==> config.mk <==
export PLATFORM = sky130hd
export DESIGN_NAME = fill_error_syndrome_capture
export DESIGN_NICKNAME = d
export VERILOG_FILES = /design/src/logic/fill_error_syndrome_capture.v
export VERILOG_INCLUDE_DIRS = /design/src /design/src/logic
export SDC_FILE = /design/constraint.sdc
export NUM_CORES = 1
export LEC_CHECK = 0
export CAP_MARGIN = 20
export CORE_MARGIN = 2
export CORE_UTILIZATION = 50
export DETAILED_ROUTE_END_ITERATION = 10
export DONT_BUFFER_PORTS = 1
export PLACE_DENSITY = 0.65
export SLEW_MARGIN = 25
export SYNTH_ARGS = -nofsm -noshare
export SYNTH_HDL_FRONTEND = slang
export SYNTH_SLANG_ARGS = --single-unit
==> constraint.sdc <==
create_clock -name sys_clk -period 8.7 [get_ports sys_clk]
set_input_delay 0.87 -clock sys_clk [delete_from_list [all_inputs] [get_ports sys_clk]]
set_output_delay 0.87 -clock sys_clk [all_outputs]
set_load 0.02 [all_outputs]
==> src/logic/fill_error_syndrome_defines.vh <==
// Offsets, field positions and codes for the fill error capture block
`ifndef FILL_ERROR_SYNDROME_DEFINES_VH
`define FILL_ERROR_SYNDROME_DEFINES_VH

`define FILL_ERR_SYN_OFFSET 40'hFFFFF00068
`define ERR_ADDR_OFFSET 40'hFFFFF00148
`define IPR_ADDR_W 40
`define FILL_ADDR_W 40
`define SYN_W 16
`define SYN_LO_MSB 7
`define SYN_LO_LSB 0
`define SYN_HI_MSB 15
`define SYN_HI_LSB 8
`define SYN_NONE 8'h00
`define RD_DATA_RESET 64'h0000000000000000

`endif

==> src/logic/fill_error_syndrome_capture.v <==
// Fill ECC/parity error capture: syndrome and error address registers
// Behaviour
// RULE1: Address register read-only, holds flagged error address
// RULE2: Address valid only while an error flag set
// RULE3: Syndrome register is read-only, sixteen bits
// RULE4: First correctable loads unlocked; later ones ignored
// RULE5: Uncorrectable or parity error loads and locks
// RULE6: Status read unlocks syndrome and address
// RULE7: Reset does not unlock the captures
// RULE8: ECC: low byte lower, high byte upper
// RULE9: Zero quadword syndrome means no error
// RULE10: Parity mode flags each bad byte
// RULE11: Check bit i error gives one-hot syndrome
// RULE12: Data bits 0-15 syndrome codes fixed
// RULE13: Data bits 16-31 syndrome codes fixed
// RULE14: Data bits 32-47 syndrome codes fixed
// RULE15: Data bits 48-63 syndrome codes fixed
// RULE16: Second uncorrectable only sets second-hard flag
// RULE17: Correctable after uncorrectable is not logged
// RULE18: Both flags: read clears correctable only
// RULE19: Syndrome is received XOR regenerated check
// RULE20: Address loads and locks like syndrome
`include "fill_error_syndrome_defines.vh"

module fill_error_syndrome_capture (
    input wire sys_clk,
    input wire nrst,
    input wire powerUpClear,
    input wire fillValid,
    input wire eccMode,
    input wire [`FILL_ADDR_W-1:0] fillAddr,
    input wire [127:0] fillData,
    input wire [15:0] fillCheck,
    input wire statusRead,
    input wire iprRead,
    input wire [`IPR_ADDR_W-1:0] iprAddr,
    output reg [63:0] iprRdData,
    output reg iprRdValid,
    output reg corErrFlag,
    output reg uncErrFlag,
    output reg secondHardFlag,
    output reg addrValid
);

    // Syndrome of a single-bit error in data bit idx
    function [7:0] dataSyn;
        input [5:0] idx;
        begin
            case (idx)
                // RULE12: bits 0-15 codes
                6'h00: dataSyn = 8'hCE;
                6'h01: dataSyn = 8'hCB;
                6'h02: dataSyn = 8'hD3;
                6'h03: dataSyn = 8'hD5;
                6'h04: dataSyn = 8'hD6;
                6'h05: dataSyn = 8'hD9;
                6'h06: dataSyn = 8'hDA;
                6'h07: dataSyn = 8'hDC;
                6'h08: dataSyn = 8'h23;
                6'h09: dataSyn = 8'h25;
                6'h0A: dataSyn = 8'h26;
                6'h0B: dataSyn = 8'h29;
                6'h0C: dataSyn = 8'h2A;
                6'h0D: dataSyn = 8'h2C;
                6'h0E: dataSyn = 8'h31;
                6'h0F: dataSyn = 8'h34;
                // RULE13: bits 16-31 codes
                6'h10: dataSyn = 8'h0E;
                6'h11: dataSyn = 8'h0B;
                6'h12: dataSyn = 8'h13;
                6'h13: dataSyn = 8'h15;
                6'h14: dataSyn = 8'h16;
                6'h15: dataSyn = 8'h19;
                6'h16: dataSyn = 8'h1A;
                6'h17: dataSyn = 8'h1C;
                6'h18: dataSyn = 8'hE3;
                6'h19: dataSyn = 8'hE5;
                6'h1A: dataSyn = 8'hE6;
                6'h1B: dataSyn = 8'hE9;
                6'h1C: dataSyn = 8'hEA;
                6'h1D: dataSyn = 8'hEC;
                6'h1E: dataSyn = 8'hF1;
                6'h1F: dataSyn = 8'hF4;
                // RULE14: bits 32-47 codes
                6'h20: dataSyn = 8'h4F;
                6'h21: dataSyn = 8'h4A;
                6'h22: dataSyn = 8'h52;
                6'h23: dataSyn = 8'h54;
                6'h24: dataSyn = 8'h57;
                6'h25: dataSyn = 8'h58;
                6'h26: dataSyn = 8'h5B;
                6'h27: dataSyn = 8'h5D;
                6'h28: dataSyn = 8'hA2;
                6'h29: dataSyn = 8'hA4;
                6'h2A: dataSyn = 8'hA7;
                6'h2B: dataSyn = 8'hA8;
                6'h2C: dataSyn = 8'hAB;
                6'h2D: dataSyn = 8'hAD;
                6'h2E: dataSyn = 8'hB0;
                6'h2F: dataSyn = 8'hB5;
                // RULE15: bits 48-63 codes
                6'h30: dataSyn = 8'h8F;
                6'h31: dataSyn = 8'h8A;
                6'h32: dataSyn = 8'h92;
                6'h33: dataSyn = 8'h94;
                6'h34: dataSyn = 8'h97;
                6'h35: dataSyn = 8'h98;
                6'h36: dataSyn = 8'h9B;
                6'h37: dataSyn = 8'h9D;
                6'h38: dataSyn = 8'h62;
                6'h39: dataSyn = 8'h64;
                6'h3A: dataSyn = 8'h67;
                6'h3B: dataSyn = 8'h68;
                6'h3C: dataSyn = 8'h6B;
                6'h3D: dataSyn = 8'h6D;
                6'h3E: dataSyn = 8'h70;
                default: dataSyn = 8'h75;
            endcase
        end
    endfunction

    // Check bits regenerated from a quadword
    function [7:0] genCheck;
        input [63:0] qw;
        integer i;
        reg [7:0] acc;
        begin
            acc = 8'h00;
            for (i = 0; i < 64; i = i + 1)
            begin
                if (qw[i])
                    acc = acc ^ dataSyn(i[5:0]);
            end
            genCheck = acc;
        end
    endfunction

    // Odd weight is a single-bit error; even nonzero is double
    function isSingle;
        input [7:0] s;
        begin
            isSingle = ^s;
        end
    endfunction

    wire [7:0] synLo;
    wire [7:0] synHi;
    wire [15:0] parErrBytes;
    // RULE19: received XOR regenerated
    assign synLo = fillCheck[7:0] ^ genCheck(fillData[63:0]);
    assign synHi = fillCheck[15:8] ^ genCheck(fillData[127:64]);

    // RULE10: even parity per byte, one check bit per byte
    genvar b;
    generate
        for (b = 0; b < 16; b = b + 1)
        begin : gParity
            assign parErrBytes[b] = ^{fillData[8*b+7:8*b], fillCheck[b]};
        end
    endgenerate

    // RULE9: zero syndrome means clean quadword
    wire loBad = (synLo != `SYN_NONE);
    wire hiBad = (synHi != `SYN_NONE);
    // RULE11: one-hot check-bit syndromes have odd weight, so correctable
    wire eccUnc = (loBad && !isSingle(synLo)) || (hiBad && !isSingle(synHi));
    wire eccCor = (loBad || hiBad) && !eccUnc;
    // Parity errors count as hard errors
    wire fillUnc = fillValid && (eccMode ? eccUnc : (parErrBytes != 16'h0000));
    wire fillCor = fillValid && eccMode && eccCor;

    // Flags and captures are deliberately not on nrst so a lock survives reset
    reg corReg;
    reg uncReg;
    reg hardReg;
    reg [`SYN_W-1:0] synReg;
    reg [`FILL_ADDR_W-1:0] addrReg;
    reg corNext;
    reg uncNext;
    reg hardNext;
    reg loadNext;

    always @*
    begin
        corNext = corReg;
        uncNext = uncReg;
        hardNext = hardReg;
        loadNext = 1'b0;
        if (statusRead)
        begin
            // RULE18: both set, read clears only the correctable flag
            if (corReg && uncReg)
                corNext = 1'b0;
            else
            begin
                // RULE6: read clears and unlocks
                corNext = 1'b0;
                uncNext = 1'b0;
                hardNext = 1'b0;
            end
        end
        // New events win over a same-cycle read
        if (fillUnc)
        begin
            // RULE16: second hard error only sets its flag
            if (uncNext)
                hardNext = 1'b1;
            else
            begin
                // RULE5: load and lock
                uncNext = 1'b1;
                loadNext = 1'b1;
            end
        end
        // RULE17: correctable under a hard lock is dropped
        else if (fillCor && !uncNext)
        begin
            // RULE4: only the first correctable loads
            if (!corNext)
                loadNext = 1'b1;
            corNext = 1'b1;
        end
    end

    // RULE7: only power-up clears, never nrst
    always @(posedge sys_clk)
    begin
        if (powerUpClear)
        begin
            corReg <= 1'b0;
            uncReg <= 1'b0;
            hardReg <= 1'b0;
        end
        else
        begin
            corReg <= corNext;
            uncReg <= uncNext;
            hardReg <= hardNext;
        end
    end

    always @(posedge sys_clk)
    begin
        if (loadNext)
        begin
            // RULE8: lower quadword in low byte, upper in high byte
            if (eccMode)
            begin
                synReg[`SYN_LO_MSB:`SYN_LO_LSB] <= synLo;
                synReg[`SYN_HI_MSB:`SYN_HI_LSB] <= synHi;
            end
            else
                synReg <= parErrBytes;
            // RULE20: address captured with the syndrome
            addrReg <= fillAddr;
        end
    end

    // Read port and flag outputs
    always @(posedge sys_clk or negedge nrst)
    begin
        if (!nrst)
        begin
            iprRdData <= `RD_DATA_RESET;
            iprRdValid <= 1'b0;
            corErrFlag <= 1'b0;
            uncErrFlag <= 1'b0;
            secondHardFlag <= 1'b0;
            addrValid <= 1'b0;
        end
        else
        begin
            iprRdValid <= iprRead;
            // Outputs must track the internal clear, or they lag it by an edge
            if (powerUpClear)
            begin
                corErrFlag <= 1'b0;
                uncErrFlag <= 1'b0;
                secondHardFlag <= 1'b0;
                addrValid <= 1'b0;
            end
            else
            begin
                corErrFlag <= corNext;
                uncErrFlag <= uncNext;
                secondHardFlag <= hardNext;
                // RULE2: address meaningful only with a flag up
                addrValid <= corNext | uncNext;
            end
            if (iprRead)
            begin
                // RULE3: 16-bit read-only syndrome
                if (iprAddr == `FILL_ERR_SYN_OFFSET)
                    iprRdData <= {48'h000000000000, synReg};
                // RULE1: read-only error address
                else if (iprAddr == `ERR_ADDR_OFFSET)
                    iprRdData <= {24'h000000, addrReg};
                else
                    iprRdData <= `RD_DATA_RESET;
            end
        end
    end

endmodule // fill_error_syndrome_capture

==> summary.txt <==
Outcome
  • Status: completed

Setup path
  • Worst Setup SP: fillData[35]
  • Critical path's largest stage delay: 0.57 ns
  • Crit path launch type: input port
  • Reg2reg start: corReg
  • CP cell instances: xnor3_1 -> xnor3_1 -> xnor2_1 -> xnor3_1 -> xnor2_1 -> ha_1 -> xnor2_1 -> xnor2_1 -> o221ai_1 -> nor3_1 -> o21ai_0 -> a21oi_4 -> buf_4
  • Crit end category: register
  • Most used cell, CP: xnor2_1
  • Crit-path leading delay family: XOR/XNOR gates
  • CP Class: in -> reg
  • Worst Path Arrival: 4.54 ns
  • Critical Path Fanout Max: 56
  • Slowest-stage cell, CP: buf_4
  • CP required: 8.66 ns
  • Buf/Inv on CP: 1

Global routing
  • Largest net degree at the start of global routing: 82
  • Number of global-route vias before repair: 4,646
  • GRT overflow: 0
  • First-pass GRT wire length: 24,500 microns
  • Initial antenna violation count: 0
  • GRT Total Usage: 0.197

Clock network
  • Bufs on Longest Clock Path: 2
  • Clk Latency, worst-skew pair: 0.33 ns
  • Clk root buf: clkbuf_16
  • H-tree level count: 3
  • TritonCTS Sinks: 104
  • Post-CTS Repair Setup Buffers: 0
  • Clock buffer count from CTS: 9
  • Hold buffer count at cts: 0
  • CTS clk-pin slew, worst paths: 0.06 ns
  • Cts repair resizes: 0
  • CTS tree: yes

Logic synthesis
  • Simple-Gate Fraction of Synth Area: 0.0604
  • Top_reg_cell synth: edfxtp_1
  • Post-synthesis xor/xnor area fraction: 0.434
  • Mapped Avg Cell Area: 11.8 sq um
  • Top post-synthesis cells by area: xnor2_1, edfxtp_1, dfrtp_1
  • EDFF count, synth: 56
  • Synth unique cells: 39
  • Multiplexer area fraction after synthesis: 0.0133
  • Yosys top cell by area: xnor2_1
  • Largest family of logic cells by synthesized area: XOR/XNOR gates
  • Post-synthesis cell count: 637
  • Adder-cell share of the synthesized area: 0.0133
  • Ys Warns: 0
  • #FFs+latches synth: 104
  • Post-synth top area share: 0.229
  • Register area share after synthesis: 0.380
  • Asr flop ratio synth: 0.433
  • Compound-gate portion of the synthesized area: 0.0536
  • Mapped Area: 7540 sq um

STA
  • Clk_skew: 0.00237 ns
  • Final Worst Setup Slack: 4.12 ns
  • Final setup TNS: 0 ns
  • Tcrit/Tclk final: 0.527
  • Slew Viols, Final: 0
  • Slew headroom: 0.326
  • Crit path time final: 4.58 ns
  • Final hold vios: 0
  • Hold_ws: 0.234 ns
  • RSZ-0062 raised after global routing: false
  • Max Freq: 0.218 GHz
  • Final setup viols: 0
  • Transition time of the tightest slew-check pin: 1.01 ns

Floorplanning
  • Core area: 14,600 sq um
  • I/O pin count: 300
  • Die width: 127 microns
  • Die area: 16,100 sq um
  • Initial Utilization: 0.515
  • Core Rows: 44
  • Die height: 127 microns

Detailed routing
  • Final wirelength: 16,200 microns
  • Initial DRC count: 189
  • Post-DR wirelength/cell: 19.7 microns
  • ANT nets after route: 0
  • Vias: 4,401
  • DRC viols: 0
  • Vias per inst: 5.35
  • Initial DRT Pass Iterations: 4

Final layout
  • Final std cells w/o fill: 823
  • Layout cells sized above 1: 0.0329
  • Fillers: 1,260
  • Most common cell after layout, fill and taps aside: xnor2_1
  • Finished Cell Area: 7950 sq um
  • Nets@finish: 873
  • Area Growth Syn to Fin: 5.37%
  • # diodes: 0
  • Commonest non-fill, non-tap cells in the layout: xnor2_1, edfxtp_1, xor2_1

Place
  • Placed cells: 807
  • Placed instance area: 7650 sq um
  • Detailed-placement wirelength estimate: 13,700 microns
  • Gpl congestion: 0.827
  • PortBufs: 0
  • Setup WS pre-CTS: 3.78 ns

Min path
  • Hold crit path type: in -> async

Power
  • Lkg Pwr: 0.00314 uW
  • Worst vdd ir: 680 uV
  • Pwr dens: 415 nW/um^2

Flow run
  • MaxCap Viol Count: 0
[path summary, 6_finish.rpt]
path                            cells past startpoint       endpoint  slack, ns
worst min-delay path                                0  iprRdData[28]       0.23
worst max register to register                      5     synReg[15]       6.78
max in group asynchronous                           0  iprRdData[13]       8.38
worst min register to register                      2  iprRdData[19]       0.47
min in group sys_clk                                2  iprRdData[19]       0.47
worst max-delay path                               13     synReg[15]       4.12
[where the power goes]
group / switching (uW) / internal (uW) / total [uW]
sequential: 63.4 / 1020 / 1090
clock: 156 / 240 / 396
combinational: 1080 / 734 / 1810
[synthesized netlist by cell type (2+ instances only)]
cell and instances:
nor2_1 24, mux2i_1 10, dfxtp_1 3, buf_1 3, a211oi_1 2, inv_1 25
and4_1 2, a22oi_1 17, xnor2_1 197, xor2_1 47, a21oi_1 18, nand4_1 7
nand2_1 11, xnor3_1 41, edfxtp_1 56, ha_1 8, nor3b_2 2, nand3_1 24
nor3_1 2, xor3_1 7, xnor3_2 2, and2_1 2, dfrtp_1 45, or4b_1 2
nor4_1 3, buf_2 4, clkbuf_1 7, o21ai_0 31, buf_4 25
[layout make-up]
cell class | count | area (sq um) | share of cell area
Multi-Input combinational cell | 492 | 4440 | 0.559
Clock buffer | 13 | 262 | 0.0329
Clock inverter | 3 | 40.0 | 0.00504
Timing Repair Buffer | 2 | 15.0 | 0.00189
Tap cell | 184 | 230 | 0.0290
Sequential cell | 104 | 2870 | 0.361
Inverter | 25 | 93.8 | 0.0118
[state kept, by name (all words and copies together), names as in the netlist]
signal,flops
synReg,16
secondHardFlag,1
addrReg,40
corReg,1
uncErrFlag,1
iprRdData,40
iprRdValid,1
hardReg,1
uncReg,1
corErrFlag,1
addrValid,1
[metal layers]
metal	track usage	part of all wire	vias up	wire length [microns]
met5	0	0	-	0
met4	0.0608	0.016	0	255
met3	0.0536	0.084	15	1370
met2	0.340	0.49	187	7990
met1	0.243	0.41	2089	6620
li1	-	-	2110	-
[metrics by stage]
stage | utilization | total power [uW]
2_1_floorplan | - | 2190
3_3_place_gp | 0.522 | 2880
3_5_place_dp | 0.522 | 2930
4_1_cts | 0.543 | 3340
5_1_grt | 0.543 | 3530
6_report | 0.543 | 3300
[logic make-up after synthesis]
| family | after synthesis |
|---|---|
| XOR/XNOR | 294 |
| flip-flops | 104 |
| AND/OR/NAND/NOR | 86 |
| AO/OA/AOI/OAI | 70 |
| buffers and inverters | 64 |
| multiplexers | 10 |
| adder cells (fa/ha/maj) | 8 |
| other | 1 |
Note: power is estimated with default switching activity, not from simulation.
